$ cat src/serdes_pkg.sv
package serdes_pkg;
   localparam int WORD_BITS       = 18;
   localparam int FRAME_BITS      = 20;
   localparam int SYNC_HOLD       = 6;
   localparam int MISS_LIMIT      = 2;
   localparam int PLL_LOCK_CYCLES = 510;
   localparam int REPEAT_FRAMES   = 4;
   localparam int LOCK_FRAMES     = 4;
   localparam logic START_BIT     = 1'b1;
   localparam logic STOP_BIT      = 1'b0;
   // Bits 0..8 go out first, so the nine ones lead the nine zeros on the line
   localparam logic [17:0] SYNC_WORD = 18'h001FF;
   localparam logic [17:0] WORD_RESET = 18'h00000;
endpackage

$ cat src/serdes_link.sv
`timescale 1ns/1ns
`default_nettype none
// What this block does
// - Every frame starts with a one bit and ends with a zero bit.
// - Twenty serial bits go out per transmit word clock period.
// - Parallel input is captured at each rising transmit word clock edge.
// - Pattern request held six word clocks stops capture; training patterns go out.
// - After transmit lock, pattern request high sends training patterns.
// - Training pattern is nine ones then nine zeros, normally framed.
// - Serial output stays off until transmit PLL has locked.
// - Receive outputs off while PLL locks; lock indicator high until locked.
// - Receiver finds the stop-to-start edge to lock.
// - Lock indicator falls in the cycle valid data first appears.
// - Parallel output is valid only while lock indicator is low.
// - Recovered word clock is driven alongside the recovered word.
// - Two missed frame edges drop lock; receiver then searches again.
// - Several candidate edges per frame over many frames block lock.
// - Receive output enable gates data and recovered clock outputs.
// - Enable low floats outputs; high restores prior state.
// - Receive sleep stops PLL, floats outputs and serial input.
// - Leaving receive sleep restarts initialization and relock.
// - Transmit sleep stops PLL and floats serial output.
// - Leaving transmit sleep relocks PLL before sending.
module serdes_link #(
   parameter int PLL_CYCLES = serdes_pkg::PLL_LOCK_CYCLES
) (
   input  wire logic        clk,
   input  wire logic        rst,
   // Transmit side
   input  wire logic        tx_word_clock,
   input  wire logic [17:0] tx_word_in,
   input  wire logic        sync_request,
   input  wire logic        tx_sleep_n,
   input  wire logic        tx_bit_strobe,
   output logic             tx_serial,
   output logic             tx_serial_oe,
   // Receive side
   input  wire logic        rx_local_clock,
   input  wire logic        rx_serial,
   input  wire logic        rx_bit_strobe,
   input  wire logic        rx_out_enable,
   input  wire logic        rx_sleep_n,
   output logic [17:0]      rx_word_out,
   output logic             rx_word_oe,
   output logic             rx_word_clock,
   output logic             rx_clock_oe,
   output logic             rx_lock_n,
   output logic             rx_serial_term,
   output logic             multi_edge_pattern
);
   localparam int FB = serdes_pkg::FRAME_BITS;

   // Pin inputs through two flops
   logic wclk_s, sync_s, txsl_s, rclk_s, rxd_s, rxsl_s, roe_s, txb_s, rxb_s;
   logic [17:0] data_s;
   sync2 u_s0 (.clk(clk), .rst(rst), .d(tx_word_clock),  .q(wclk_s));
   sync2 u_s1 (.clk(clk), .rst(rst), .d(sync_request),   .q(sync_s));
   sync2 u_s2 (.clk(clk), .rst(rst), .d(tx_sleep_n),     .q(txsl_s));
   sync2 u_s3 (.clk(clk), .rst(rst), .d(rx_local_clock), .q(rclk_s));
   sync2 u_s4 (.clk(clk), .rst(rst), .d(rx_serial),      .q(rxd_s));
   sync2 u_s5 (.clk(clk), .rst(rst), .d(rx_sleep_n),     .q(rxsl_s));
   sync2 u_s6 (.clk(clk), .rst(rst), .d(rx_out_enable),  .q(roe_s));
   sync2 u_s7 (.clk(clk), .rst(rst), .d(tx_bit_strobe),  .q(txb_s));
   sync2 u_s8 (.clk(clk), .rst(rst), .d(rx_bit_strobe),  .q(rxb_s));
   genvar gi;
   generate
      for (gi = 0; gi < 18; gi++) begin : g_data
         sync2 u_d (.clk(clk), .rst(rst), .d(tx_word_in[gi]), .q(data_s[gi]));
      end
   endgenerate

   // Edge finders on synchronised clocks and strobes
   logic wclk_q, rclk_q, txb_q, rxb_q;
   always_ff @(posedge clk) begin
      if (rst) begin
         wclk_q <= 1'b0;
         rclk_q <= 1'b0;
         txb_q  <= 1'b0;
         rxb_q  <= 1'b0;
      end else begin
         wclk_q <= wclk_s;
         rclk_q <= rclk_s;
         txb_q  <= txb_s;
         rxb_q  <= rxb_s;
      end
   end
   wire wclk_rise = wclk_s & ~wclk_q;
   wire rclk_rise = rclk_s & ~rclk_q;
   // Bit slots come from a 20x word-rate strobe supplied outside
   wire tx_bit    = txb_s & ~txb_q;
   wire rx_bit    = rxb_s & ~rxb_q;

   // ---------------- Transmitter ----------------
   logic tx_locked;
   pll_lock #(.CYCLES(PLL_CYCLES)) u_txpll (
      .clk(clk), .rst(rst), .run(txsl_s), .ref_edge(wclk_rise),
      .locked(tx_locked)
   );

   logic [2:0]  sync_cnt;
   logic        sync_mode;
   always_ff @(posedge clk) begin
      if (rst || !sync_s) begin
         sync_cnt  <= '0;
         sync_mode <= 1'b0;
      end else if (wclk_rise && tx_locked) begin
         if (sync_cnt != 3'(serdes_pkg::SYNC_HOLD)) sync_cnt <= sync_cnt + 3'h1;
         sync_mode <= 1'b1;
      end
   end

   // Word latch; held while pattern requested long enough
   logic [17:0] tx_hold;
   always_ff @(posedge clk) begin
      if (rst) begin
         tx_hold <= serdes_pkg::WORD_RESET;
      end else if (wclk_rise && !(sync_s && sync_cnt == 3'(serdes_pkg::SYNC_HOLD))) begin
         tx_hold <= data_s;
      end
   end

   logic [FB-1:0] tx_shift;
   logic [4:0]    tx_left;
   always_ff @(posedge clk) begin
      if (rst || !tx_locked) begin
         tx_shift <= '0;
         tx_left  <= '0;
      end else if (wclk_rise) begin
         // Frame sent LSB first: start, bit0..bit17, stop
         tx_shift <= {serdes_pkg::STOP_BIT,
                      (sync_mode ? serdes_pkg::SYNC_WORD : tx_hold),
                      serdes_pkg::START_BIT};
         tx_left  <= 5'(FB);
      end else if (tx_bit && tx_left != 5'h00) begin
         tx_shift <= {1'b0, tx_shift[FB-1:1]};
         tx_left  <= tx_left - 5'h01;
      end
   end

   always_ff @(posedge clk) begin
      if (rst) begin
         tx_serial    <= 1'b0;
         tx_serial_oe <= 1'b0;
      end else begin
         tx_serial    <= tx_shift[0];
         tx_serial_oe <= tx_locked & txsl_s;
      end
   end

   // ---------------- Receiver ----------------
   logic rx_pll_locked;
   pll_lock #(.CYCLES(PLL_CYCLES)) u_rxpll (
      .clk(clk), .rst(rst), .run(rxsl_s), .ref_edge(rclk_rise),
      .locked(rx_pll_locked)
   );

   logic [FB-1:0] rx_win;
   logic          rx_prev;
   always_ff @(posedge clk) begin
      if (rst || !rxsl_s) begin
         rx_win  <= '0;
         rx_prev <= 1'b0;
      end else if (rx_bit) begin
         rx_win  <= {rxd_s, rx_win[FB-1:1]};
         rx_prev <= rxd_s;
      end
   end

   // Position within frame; zero marks the stop-to-start edge slot
   logic [4:0] rx_pos;
   logic [4:0] cand_cnt;
   logic [1:0] miss_cnt;
   logic [2:0] good_cnt;
   logic [2:0] repeat_cnt;
   logic       acquired;
   logic       hunt;
   wire        rise      = rx_bit && !rx_prev && rxd_s;
   wire        frame_end = rx_bit && !hunt && rx_pos == 5'(FB - 1);
   // Frame as it stands once the current sample is shifted in
   wire [FB-1:0] rx_frame = {rxd_s, rx_win[FB-1:1]};
   wire        framed    = rx_frame[0] == serdes_pkg::START_BIT &&
                           rx_frame[FB-1] == serdes_pkg::STOP_BIT;

   always_ff @(posedge clk) begin
      if (rst || !rxsl_s || !rx_pll_locked) begin
         rx_pos     <= '0;
         cand_cnt   <= '0;
         miss_cnt   <= '0;
         good_cnt   <= '0;
         repeat_cnt <= '0;
         acquired   <= 1'b0;
         hunt       <= 1'b1;
      end else if (!acquired) begin
         // One rising edge is taken as slot zero; only whole frames move it again
         if (rx_bit) begin
            if (hunt && rise) begin
               rx_pos   <= 5'h01;
               hunt     <= 1'b0;
               cand_cnt <= '0;
            end else begin
               rx_pos <= (rx_pos == 5'(FB - 1)) ? 5'h00 : rx_pos + 5'h01;
            end
         end
         if (!hunt && rise && rx_pos != 5'h00 && cand_cnt != 5'h1F) begin
            cand_cnt <= cand_cnt + 5'h01;
         end
         if (frame_end) begin
            cand_cnt <= '0;
            if (!framed) begin
               // No edge at slot zero: give up this alignment
               good_cnt   <= '0;
               repeat_cnt <= '0;
               hunt       <= 1'b1;
            end else if (cand_cnt != 5'h00) begin
               // Extra edges inside a framed window: repetitive pattern
               good_cnt <= '0;
               if (repeat_cnt != 3'(serdes_pkg::REPEAT_FRAMES)) begin
                  repeat_cnt <= repeat_cnt + 3'h1;
               end
            end else begin
               repeat_cnt <= '0;
               if (good_cnt == 3'(serdes_pkg::LOCK_FRAMES - 1)) acquired <= 1'b1;
               good_cnt <= good_cnt + 3'h1;
            end
         end
      end else begin
         if (rx_bit) rx_pos <= (rx_pos == 5'(FB - 1)) ? 5'h00 : rx_pos + 5'h01;
         if (frame_end) begin
            if (framed) begin
               miss_cnt <= '0;
            end else if (miss_cnt == 2'(serdes_pkg::MISS_LIMIT - 1)) begin
               acquired <= 1'b0;
               good_cnt <= '0;
               miss_cnt <= '0;
               hunt     <= 1'b1;
            end else begin
               miss_cnt <= miss_cnt + 2'h1;
            end
         end
      end
   end

   // Output word and lock change together at frame end
   logic [17:0] rx_word;
   logic        rx_valid;
   logic        rx_phase;
   always_ff @(posedge clk) begin
      if (rst || !rxsl_s) begin
         rx_word  <= serdes_pkg::WORD_RESET;
         rx_valid <= 1'b0;
         rx_phase <= 1'b0;
      end else begin
         if (frame_end) begin
            rx_word  <= rx_frame[FB-2:1];
            rx_valid <= acquired;
            rx_phase <= 1'b1;
         end else if (rx_bit && rx_pos == 5'(FB / 2 - 1)) begin
            rx_phase <= 1'b0;
         end
      end
   end

   always_ff @(posedge clk) begin
      if (rst) begin
         rx_word_out        <= serdes_pkg::WORD_RESET;
         rx_word_clock      <= 1'b0;
         rx_lock_n          <= 1'b1;
         rx_word_oe         <= 1'b0;
         rx_clock_oe        <= 1'b0;
         rx_serial_term     <= 1'b0;
         multi_edge_pattern <= 1'b0;
      end else begin
         rx_word_out        <= rx_word;
         rx_word_clock      <= rx_phase;
         // Sleep drops lock in the same cycle as the serial input is released
         rx_lock_n          <= ~(rx_valid & acquired & rxsl_s);
         // Enable returns to whatever state logic holds underneath
         rx_word_oe         <= roe_s & rxsl_s & rx_pll_locked;
         rx_clock_oe        <= roe_s & rxsl_s & rx_pll_locked;
         rx_serial_term     <= rxsl_s;
         multi_edge_pattern <= (repeat_cnt == 3'(serdes_pkg::REPEAT_FRAMES));
      end
   end
endmodule // serdes_link
`default_nettype wire

$ cat src/sync2.sv
`timescale 1ns/1ns
`default_nettype none
module sync2 (
   input  wire logic clk,
   input  wire logic rst,
   input  wire logic d,
   output var  logic q
);
   logic meta;
   always_ff @(posedge clk) begin
      if (rst) begin
         meta <= 1'b0;
         q    <= 1'b0;
      end else begin
         meta <= d;
         q    <= meta;
      end
   end
endmodule // sync2
`default_nettype wire

$ cat src/pll_lock.sv
`timescale 1ns/1ns
`default_nettype none
// Models a PLL acquiring lock: counts reference edges while running.
module pll_lock #(
   parameter int CYCLES = serdes_pkg::PLL_LOCK_CYCLES
) (
   input  wire logic clk,
   input  wire logic rst,
   input  wire logic run,
   input  wire logic ref_edge,
   output var  logic locked
);
   if (CYCLES < 1) begin : g_bad_cycles
      $error("pll_lock: CYCLES must be positive");
   end
   logic [$clog2(CYCLES+1)-1:0] count;
   always_ff @(posedge clk) begin
      if (rst || !run) begin
         count  <= '0;
         locked <= 1'b0;
      end else if (ref_edge && !locked) begin
         if (count == ($clog2(CYCLES+1))'(CYCLES - 1)) locked <= 1'b1;
         count <= count + 1'b1;
      end
   end
endmodule // pll_lock
`default_nettype wire

$ cat config.mk
export PLATFORM = sky130hd
export DESIGN_NAME = serdes_link
export DESIGN_NICKNAME = d
export VERILOG_FILES = /design/src/serdes_pkg.sv /design/src/serdes_link.sv /design/src/sync2.sv /design/src/pll_lock.sv
export SDC_FILE = /design/constraint.sdc
export NUM_CORES = 1
export LEC_CHECK = 0
export BUFFER_PORTS_ARGS = -buffer_cell sky130_fd_sc_hd__buf_2
export CORE_ASPECT_RATIO = 0.8
export CORE_MARGIN = 4
export CORE_UTILIZATION = 64
export CTS_CLUSTER_DIAMETER = 30
export CTS_CLUSTER_SIZE = 24
export DETAILED_ROUTE_END_ITERATION = 8
export GPL_ROUTABILITY_DRIVEN = 0
export PLACE_DENSITY_LB_ADDON = 0.15
export SLEW_MARGIN = 15
export SYNTH_ARGS = -nofsm -noshare
export SYNTH_HDL_FRONTEND = slang
export SYNTH_SLANG_ARGS = --single-unit
$ cat constraint.sdc
create_clock -name clk -period 4.4 [get_ports clk]
set_clock_uncertainty 0.2 [all_clocks]
set_input_delay 0.88 -clock clk [delete_from_list [all_inputs] [get_ports clk]]
set_output_delay 0.88 -clock clk [all_outputs]
set_load 0.02 [all_outputs]
* Word-level counts from Yosys, hierarchy flattened
Cells that the tools add are included.
** Storage, ports and cells
- Output and inout bits :: 26
- Register bits :: 210
- Input bits :: 29
** Cells by class
- Reduce and logical (&&, ||, !) cells :: 45
- Mux-type cells :: 44
- Equality and inequality tests :: 15
- Bitwise gates (word level) :: 16
- $add $sub $neg :: 9
** Operators by type and width (number)
- 5-bit 2-to-1 mux :: 11
- 19-bit 2-to-1 mux :: 2
- 3-bit 2-to-1 mux :: 10
- 9-bit by 1-bit adder with 9-bit output, second input constant :: 2
- 9-bit equality test, second input constant :: 2
- 1-bit 2-to-1 mux :: 18
- 18-bit 2-to-1 mux :: 1
- 1-bit logical AND :: 16
- 5-bit nonzero test :: 3
- 3-bit AND reduction :: 4
- 5-bit by 1-bit adder with 5-bit output, second input constant :: 2
- 3-bit by 1-bit adder with 3-bit output, second input constant :: 3
- 1-bit bitwise AND :: 9
- 1-bit logical NOT :: 8
- 2-bit AND reduction :: 4
- 1-bit inverter :: 7
- 3-bit equality test, second input constant :: 2
- 3-bit != test, second input constant :: 2
- 3-bit nonzero test :: 2
- 5-bit by 4-bit equality test with 1-bit output, second input constant :: 1
- 5-bit equality test, second input constant :: 1
- 1-bit logical OR :: 5
- 5-bit != test, second input constant :: 1
- 5-bit by 1-bit subtractor with 5-bit output, second input constant :: 1
- 9 further kinds :: 12

* Longest topological paths before layout
Gate-level depths: netlist (run 1).
- Depth in word-level cells :: 10
- Gate-level depth with buffers :: 8
- Mapped depth without buffers :: 6

* Cells and area by module
A second synthesis (run 1) with hierarchy kept.
** Second synthesis, totals
- Cells, all modules :: 817
- Area total of the unflattened synthesis :: 7606.0 um^2
** By module, submodules not included
- serdes_link :: cells an instance 605, area an instance 5273.8 um^2, instances 1
- sync2 :: cells an instance 4, area an instance 52.6 um^2, instances 27
- pll_lock :: cells an instance 52, area an instance 456.7 um^2, instances 2

* Least setup slack after synthesis (run 1)
No wires, ideal clock.
- Path kind :: input to register
- From :: in rst
- To :: reg cand_cnt[0]
- Data arrival time :: 1813 ps
- Required time :: 4140 ps
- Library setup time :: 60 ps
- Setup slack :: 2328 ps
- Stages :: 6
- Cell sequence :: nand2b_1 -> clkbuf_1 -> inv_2 -> nand2_1 -> nor4_2 -> mux2_1
** On the way
- Longest elaborated chain between the ends :: 2
** RTL lines
- start, declared :: line serdes_link.sv:28 : input wire logic rst,
- 1-bit logical OR (2 in a row) :: line serdes_link.sv:185 : if (rst || !rxsl_s || !rx_pll_locked) begin
- end signal, assigned :: line serdes_link.sv:205 : cand_cnt <= cand_cnt + 5'h01;
- end, declared :: line serdes_link.sv:171 : logic [4:0] cand_cnt;
No other way between the ends.
A chain may end at the register's enable or synchronous reset.

* Worst setup path in the final report (run 1)
- From :: reg rx_pos[0]
- To :: reg good_cnt[0]
** On the way
- Longest elaborated chain between the ends :: 3
** RTL lines
- start, declared :: line serdes_link.sv:170 : logic [4:0] rx_pos;
- start signal, assigned :: line serdes_link.sv:201 : rx_pos <= (rx_pos == 5'(FB - 1)) ? 5'h00 : rx_pos + 5'h01;
- start signal, assigned :: line serdes_link.sv:227 : if (rx_bit) rx_pos <= (rx_pos == 5'(FB - 1)) ? 5'h00 : rx_pos + 5'h01;
- 5-bit equality test :: line serdes_link.sv:178 : wire frame_end = rx_bit && !hunt && rx_pos == 5'(FB - 1);
- 1-bit logical AND :: line serdes_link.sv:178
- 3-bit AND reduction (no source line)
- end signal, assigned :: line serdes_link.sv:223 : good_cnt <= good_cnt + 3'h1;
- end, declared :: line serdes_link.sv:173 : logic [2:0] good_cnt;
No other way between the ends.

==> impl_metrics.env, run 1 <==
export IMPL_worstSetupEndpoint="good_cnt[0]"
export IMPL_cp_slowest_cell="o21ai_0"
export IMPL_cts_buffers=29
export IMPL_cp_max_fo=22
export IMPL_reg2reg_from="rx_pos[0]"
export IMPL_yosysUniqueCellTypes=61
export IMPL_synth_cells=809
export IMPL_initial_core_util_pct=65.9
export IMPL_required_ps=4590
export IMPL_setup_viol=0
export IMPL_p_leak_nw=3.23
export IMPL_chipHeight_um=106
export IMPL_max_freq_mhz=413
export IMPL_crit_start="rx_pos[0]"
export IMPL_io_buffers=54
export IMPL_clkSlewWorstSetupHoldPaths_ps=60
export IMPL_wl_um=14900
export IMPL_dp_cells=971
export IMPL_cts_tree="built"
export IMPL_period_share_pct=55.0
export IMPL_hp_class="flip-flop to flip-flop"
export IMPL_rsz0062_at_grt="false"
export IMPL_powerDensity_mw_per_mm2=478
export IMPL_grt_use_met2_pct=33.4
export IMPL_drc=0
export IMPL_clock_sinks=208
export IMPL_place_hpwl_um=9480
export IMPL_cp_num_cells=5
export IMPL_grt_overflow=0
export IMPL_setup_worst_path_class="flip-flop to flip-flop"
export IMPL_detail_route_first_pass_iterations=5
export IMPL_postRouteAntennaNets=0
export IMPL_synth_area_mm2=0.00761
export IMPL_drt_iter0_drc=246
export IMPL_rr_worst_depth=5
export IMPL_cp_num_buf_inv=0
export IMPL_clk_path_buf_depth=3
export IMPL_fp_row_count=35
export IMPL_io_pins=55
export IMPL_end_kind="flip-flop"
export IMPL_core_mm2=0.0116
export IMPL_fin_ws_ps=1980
export IMPL_routedWlPerCell_um=14.5
export IMPL_grt_pass1_vias=5451
export IMPL_met3_usage_pct=4.36
export IMPL_antenna_cells=0
export IMPL_setup_tns_final_ps=0
export IMPL_critPathMaxStageDelay_ps=530
export IMPL_async_reset_ff_share_pct=0
export IMPL_avgSynthCellArea_um2=9.41
export IMPL_outcome="complete, no violations"
export IMPL_vias=5596
export IMPL_synth_edf_count=0
export IMPL_final_layout_size_suffix_gt1_share_pct=16.0
export IMPL_final_hold_violation_count=0
export IMPL_yosys_warnings=0
export IMPL_vdd_drop_max_uv=316
export IMPL_synth_seq_area_share_pct=54.7
export IMPL_crit_family="simple AND/OR/NAND/NOR gates"
export IMPL_root_buffer="clkbuf_16"
export IMPL_grt_antenna_before_repair=0
export IMPL_post_cts_buffers=0
export IMPL_reg2reg_to="good_cnt[0]"
export IMPL_crit_arrival_ps=2610
export IMPL_nNetsFinal=900
export IMPL_worstMarginPinSlew_ps=1030
export IMPL_maxCapViolCount=0
export IMPL_fin_util_pct=76.6
export IMPL_fin_cells=1025
export IMPL_syn_num_nets=855
export IMPL_vias_per_cell=5.46
export IMPL_clk_latency_ps=530
export IMPL_die_area_mm2=0.0137
export IMPL_reg2reg_slack_ps=1980
export IMPL_cts_hold_buffers=0
export IMPL_grtUsageMet1_pct=31.8
export IMPL_synth_seq_cells=208
export IMPL_grt_total_usage_pct=22.0
export IMPL_grt_first_pass_wirelength_um=25300
export IMPL_critPathLaunchType="flip-flop"
export IMPL_slew_headroom_pct=31.5
export IMPL_synth_flop_cell="dfxtp_1"
export IMPL_cts_resized=0
export IMPL_grt_busiest_layer="met2"
export IMPL_grt_max_degree=89
export IMPL_die_w_um=130
export IMPL_pre_cts_ws_ps=1560
export IMPL_path_cells="ha_1 > and4bb_2 > nand2_1 > o21ai_0 > mux2i_1"
export IMPL_htree_levels=1
export IMPL_finalCriticalPeriod_ps=2420
export IMPL_maxSlewViolCount=0
export IMPL_area_growth_pct=16.3
==> cell type report <==
type,count,area (µm²)
Timing Repair Buffer,59,308
Clock buffer,30,739
Sequential cell,208,4160
Clock inverter,24,225
Multi-Input combinational cell,537,3160
Fill cell,748,2710
Tap cell,148,185
Inverter,19,71.3
==> cells by family (layout without fill, tap and decap cells) <==
family / Yosys count / in the layout / share of synthesized area, %
flops: 208 / 208 / 54.7
buf+inv: 64 / 132 / 3.81
simple gates: 371 / 371 / 25.1
compound gates: 124 / 124 / 10.7
fa+ha+maj: 17 / 17 / 2.79
xor+xnor: 23 / 23 / 2.65
mux: 2 / 2 / 0.279
==> where the power goes <==
| part | internal, mW | total, mW | leakage, nW | switching, mW |
|---|---|---|---|---|
| combinational | 0.0305 | 0.0786 | 1.07 | 0.0481 |
| sequential | 1.91 | 1.92 | 1.69 | 0.00999 |
| clock | 1.33 | 2.23 | 0.471 | 0.906 |
| total | 3.27 | 4.23 | 3.23 | 0.964 |
==> worst min path at each step <==
stage / start / to / slack, ps / cells past startpoint
2_1_floorplan: rx_valid / rx_lock_n / 170 / 1
3_3_place_gp: rx_valid / rx_lock_n / 210 / 1
3_5_place_dp: rx_valid / rx_lock_n / 220 / 1
4_1_cts: g_data[14].u_d.meta / g_data[14].u_d.q / 230 / 1
5_1_grt: rx_valid / rx_lock_n / 250 / 1
6_report: u_s6.q / rx_clock_oe / 230 / 1
==> metrics by stage <==
step | total power [mW] | area [µm²] | hold WS (ps)
finish | 4.23 | 8850 | 230
global route | 4.37 | 8850 | 251
CTS | 4.26 | 8850 | 234
detailed placement | 2.04 | 7890 | 216
global placement | 2.04 | 7890 | 209
floorplan | 2.01 | 7610 | 168
==> registers in the layout (all words and copies together), names as in the netlist, 2 cells and up <==
signal	cells
rx_win	19
tx_shift	19
g_data.u_d.meta	18
g_data.u_d.q	18
rx_word	18
rx_word_out	18
tx_hold	18
u_rxpll.count	9
u_txpll.count	9
cand_cnt	5
rx_pos	5
tx_left	5
good_cnt	3
repeat_cnt	3
sync_cnt	3
miss_cnt	2
==> synthesized netlist by cell type, types with 2 or more instances <==
cell type  count  share of area (%)
buf_4          2               0.20
a21o_1         2               0.20
nand4_1       12               0.99
xor2_1        16                1.8
and3_1         7               0.58
nand3_1       11               0.72
and4_1         2               0.23
buf_2         15               0.99
and2_1         5               0.41
and4bb_2       3               0.49
a31oi_1        2               0.16
a32o_1         2               0.26
nand2_1      166                8.2
a41oi_1        2               0.23
ha_1          17                2.8
nor3b_2        3               0.49
nor4b_1        2               0.23
a21oi_1       77                5.1
and2b_1        2               0.20
a311oi_2       8                1.6
xnor2_1        7               0.81
nor2_1        36                1.8
nor4b_2        3               0.59
o22ai_1        2               0.16
inv_1         16               0.79
inv_2          2              0.099
dfxtp_1      208                 55
buf_1          4               0.20
o21ai_0        5               0.33
nor3_1        15               0.99
nor2b_1       82                6.7
nand2b_1      10               0.82
a311oi_1      10                1.2
clkbuf_1      22                1.1
a211oi_1       5               0.49
==> layer usage <==
layer	share of wire, %	up-vias
li1	-	2804
met1	49	2610
met2	44	155
met3	5.2	27
met4	2.0	0
met5	0	-
==> cell usage in the layout (no fill, tap or decap), drive strengths merged, types with 2 or more instances in the layout <==
cell / instances
dfxtp: 208
nand2: 166
nor2b: 83
a21oi: 77
buf: 59
nor2: 36
clkbuf: 30
inv: 30
a311oi: 18
ha: 17
xor2: 16
nor3: 16
nand4: 12
nand3: 11
nand2b: 10
clkinv: 9
and3: 7
xnor2: 7
a211oi: 6
o21ai: 5
and2: 5
nor4b: 5
and4bb: 3
nor3b: 3
clkinvlp: 3
nor4: 3
a21o: 2
a32o: 2
o22ai: 2
a31oi: 2
and4: 2
a41oi: 2
and2b: 2
and3b: 2
nand4bb: 2
==> worst register-to-register path: stages (launching register included) <==
cell      delay [ps]
dfxtp_1          390
ha_1             250
and4bb_2         310
nand2_1          460
o21ai_0          530
mux2i_1          140
No activity file was read; power rests on OpenSTA's default activity.
==> run 2, diff against run 1 <==
--- a/config.mk
+++ b/config.mk
@@ -8,7 +8,7 @@
 export BUFFER_PORTS_ARGS = -buffer_cell sky130_fd_sc_hd__buf_2
 export CORE_ASPECT_RATIO = 0.8
 export CORE_MARGIN = 4
-export CORE_UTILIZATION = 64
+export CORE_UTILIZATION = 59
 export CTS_CLUSTER_DIAMETER = 30
 export CTS_CLUSTER_SIZE = 24
 export DETAILED_ROUTE_END_ITERATION = 8
==> constraint.sdc (replaced) <==
create_clock -name clk -period 2.3 [get_ports clk]
set_clock_uncertainty 0.2 [all_clocks]
set_input_delay 0.46 -clock clk [delete_from_list [all_inputs] [get_ports clk]]
set_output_delay 0.46 -clock clk [all_outputs]
set_load 0.02 [all_outputs]
==> run 2 against run 1 <==
Effect of this change: worst hold slack lost 210 ps; largest power group unchanged; sequential share of layout area decreased by 2.2 points; largest cell class unchanged; final cell count is 5.9% higher.
==> impl_metrics.env, run 2 (same netlist as run 1, synthesis figures left out) <==
export IMPL_clk_path_buf_depth=3
export IMPL_vias_per_cell=5.31
export IMPL_final_layout_size_suffix_gt1_share_pct=16.4
export IMPL_die_area_mm2=0.0148
export IMPL_drt_iter0_drc=501
export IMPL_die_w_um=135
export IMPL_setup_tns_final_ps=0
export IMPL_min_from="tx_word_clock"
export IMPL_clkSlewWorstSetupHoldPaths_ps=50
export IMPL_core_mm2=0.0124
export IMPL_power_frac_comb_pct=2.3
export IMPL_max_freq_mhz=457
export IMPL_hp_class="primary input to flip-flop"
export IMPL_clock_sinks=208
export IMPL_cp_num_buf_inv=0
export IMPL_final_hold_violation_count=0
export IMPL_final_cell_mix="208 x dfxtp_1, 166 x nand2_1, 82 x nor2b_1"
export IMPL_slew_headroom_pct=54.5
export IMPL_grt_total_usage_pct=22.0
export IMPL_io_pins=55
export IMPL_p_int_mw=6.54
export IMPL_fp_row_count=36
export IMPL_setup_worst_path_class="flip-flop to flip-flop"
export IMPL_worstMarginPinSlew_ps=683
export IMPL_crit_start="cand_cnt[1]"
export IMPL_setup_viol=0
export IMPL_maxCapViolCount=0
export IMPL_grt_antenna_before_repair=0
export IMPL_critPathLaunchType="flip-flop"
export IMPL_area_growth_pct=21.9
export IMPL_detail_route_first_pass_iterations=5
export IMPL_place_hpwl_um=9580
export IMPL_htree_levels=1
export IMPL_layout_commonest_cell="dfxtp_1"
export IMPL_routedWlPerCell_um=14.6
export IMPL_initial_core_util_pct=61.5
export IMPL_reg2reg_from="cand_cnt[1]"
export IMPL_nNetsFinal=937
export IMPL_antenna_cells=0
export IMPL_chipHeight_um=110
export IMPL_critPathMaxStageDelay_ps=470
export IMPL_postRouteAntennaNets=0
export IMPL_clkPwrFrac_pct=53.6
export IMPL_fillers=871
export IMPL_end_kind="flip-flop"
export IMPL_cts_resized=0
export IMPL_cp_max_fo=4
export IMPL_path_cells="ha_1 > and3_1 > ha_1 > nor4_1 > nor4_2 > a211o_1"
export IMPL_cp_slowest_cell="nor4_1"
export IMPL_wl_um=15800
export IMPL_period_share_pct=95.2
export IMPL_grt_first_pass_wirelength_um=27100
export IMPL_p_sw_mw=1.80
export IMPL_power_frac_seq_pct=44.1
export IMPL_io_buffers=54
export IMPL_dpl_cell_area_mm2=0.00801
export IMPL_switching_share_pct=21.5
export IMPL_post_cts_buffers=0
export IMPL_rsz0062_at_grt="false"
export IMPL_required_ps=2500
export IMPL_clk_latency_ps=520
export IMPL_grt_overflow=0
export IMPL_crit_arrival_ps=2390
export IMPL_p_leak_nw=3.42
export IMPL_cts_buffers=29
export IMPL_grt_pass1_vias=5694
export IMPL_crit_family="simple AND/OR/NAND/NOR gates"
export IMPL_final_cell_area_mm2=0.00928
export IMPL_cts_tree="built"
export IMPL_outcome="complete, no violations"
export IMPL_reg_largest_list="rx_win x19, tx_shift x19"
export IMPL_fin_util_pct=74.9
export IMPL_vias=5764
export IMPL_maxSlewViolCount=0
export IMPL_crit_top_cell="ha_1"
export IMPL_grt_max_degree=101
export IMPL_vdd_drop_max_uv=665
export IMPL_drc=0
export IMPL_finalCriticalPeriod_ps=2190
export IMPL_root_buffer="clkbuf_16"
export IMPL_powerDensity_mw_per_mm2=899
==> run 2: cell types whose count changed in the layout (fill, tap and decap cells not counted), sizes merged <==
| cell | delta |
|---|---|
| buf | +11 |
| bufinv | +2 |
| clkbuf | +3 |
| clkinv | -1 |
| clkinvlp | -1 |
| dlygate4sd3 | +26 |
| inv | -3 |
==> run 2: area by class of cell <==
type	instances	area, µm²	area share, %
Sequential cell	208	4160	44.9
Inverter	19	71.3	0.769
Clock inverter	21	236	2.55
Tap cell	171	214	2.31
Clock buffer	33	771	8.31
Timing Repair Buffer	96	663	7.15
Multi-Input combinational cell	537	3160	34.1
==> run 2: what timing repair did <==
item	in CTS	in global routing
hold buffers	26	0
hold endpoints to repair	26	0
setup endpoints to repair	0	0
==> run 2: worst paths after layout <==
path | endpoint | slack, ps | cells after the start
max | cand_cnt[3] | 110 | 6
min | u_s0.meta | 20 | 2
max reg2reg | cand_cnt[3] | 110 | 6
min reg2reg | rx_lock_n | 210 | 1
==> run 2: per-layer routing <==
| metal | track usage [%] | vias to the layer above | share of wire, % | wire, µm |
|---|---|---|---|---|
| li1 | - | 2873 | - | - |
| met1 | 30.2 | 2693 | 48 | 7560 |
| met2 | 36.6 | 176 | 45 | 7180 |
| met3 | 4.39 | 22 | 5.5 | 873 |
| met4 | 4.89 | 0 | 1.4 | 221 |
| met5 | 0 | - | 0 | 0 |
==> run 2: stage by stage <==
stage	hold WS, ps	setup slack (ps)	power, mW	std cells
floorplan	168	362	3.85	809
global route	8.90	49.6	8.62	1085
finish	16.4	111	8.34	1085
CTS	18.7	144	8.40	1085
detailed placement	187	154	3.91	1005
global placement	189	321	3.90	1005
==> run 2: power groups by stage <==
stage / sequential (mW) / combinational [mW] / clock (mW)
6_report: 3.67 / 0.192 / 4.47
5_1_grt: 3.68 / 0.213 / 4.73
3_3_place_gp: 3.75 / 0.150 / 0
4_1_cts: 3.67 / 0.190 / 4.54
3_5_place_dp: 3.75 / 0.155 / 0
2_1_floorplan: 3.74 / 0.109 / 0
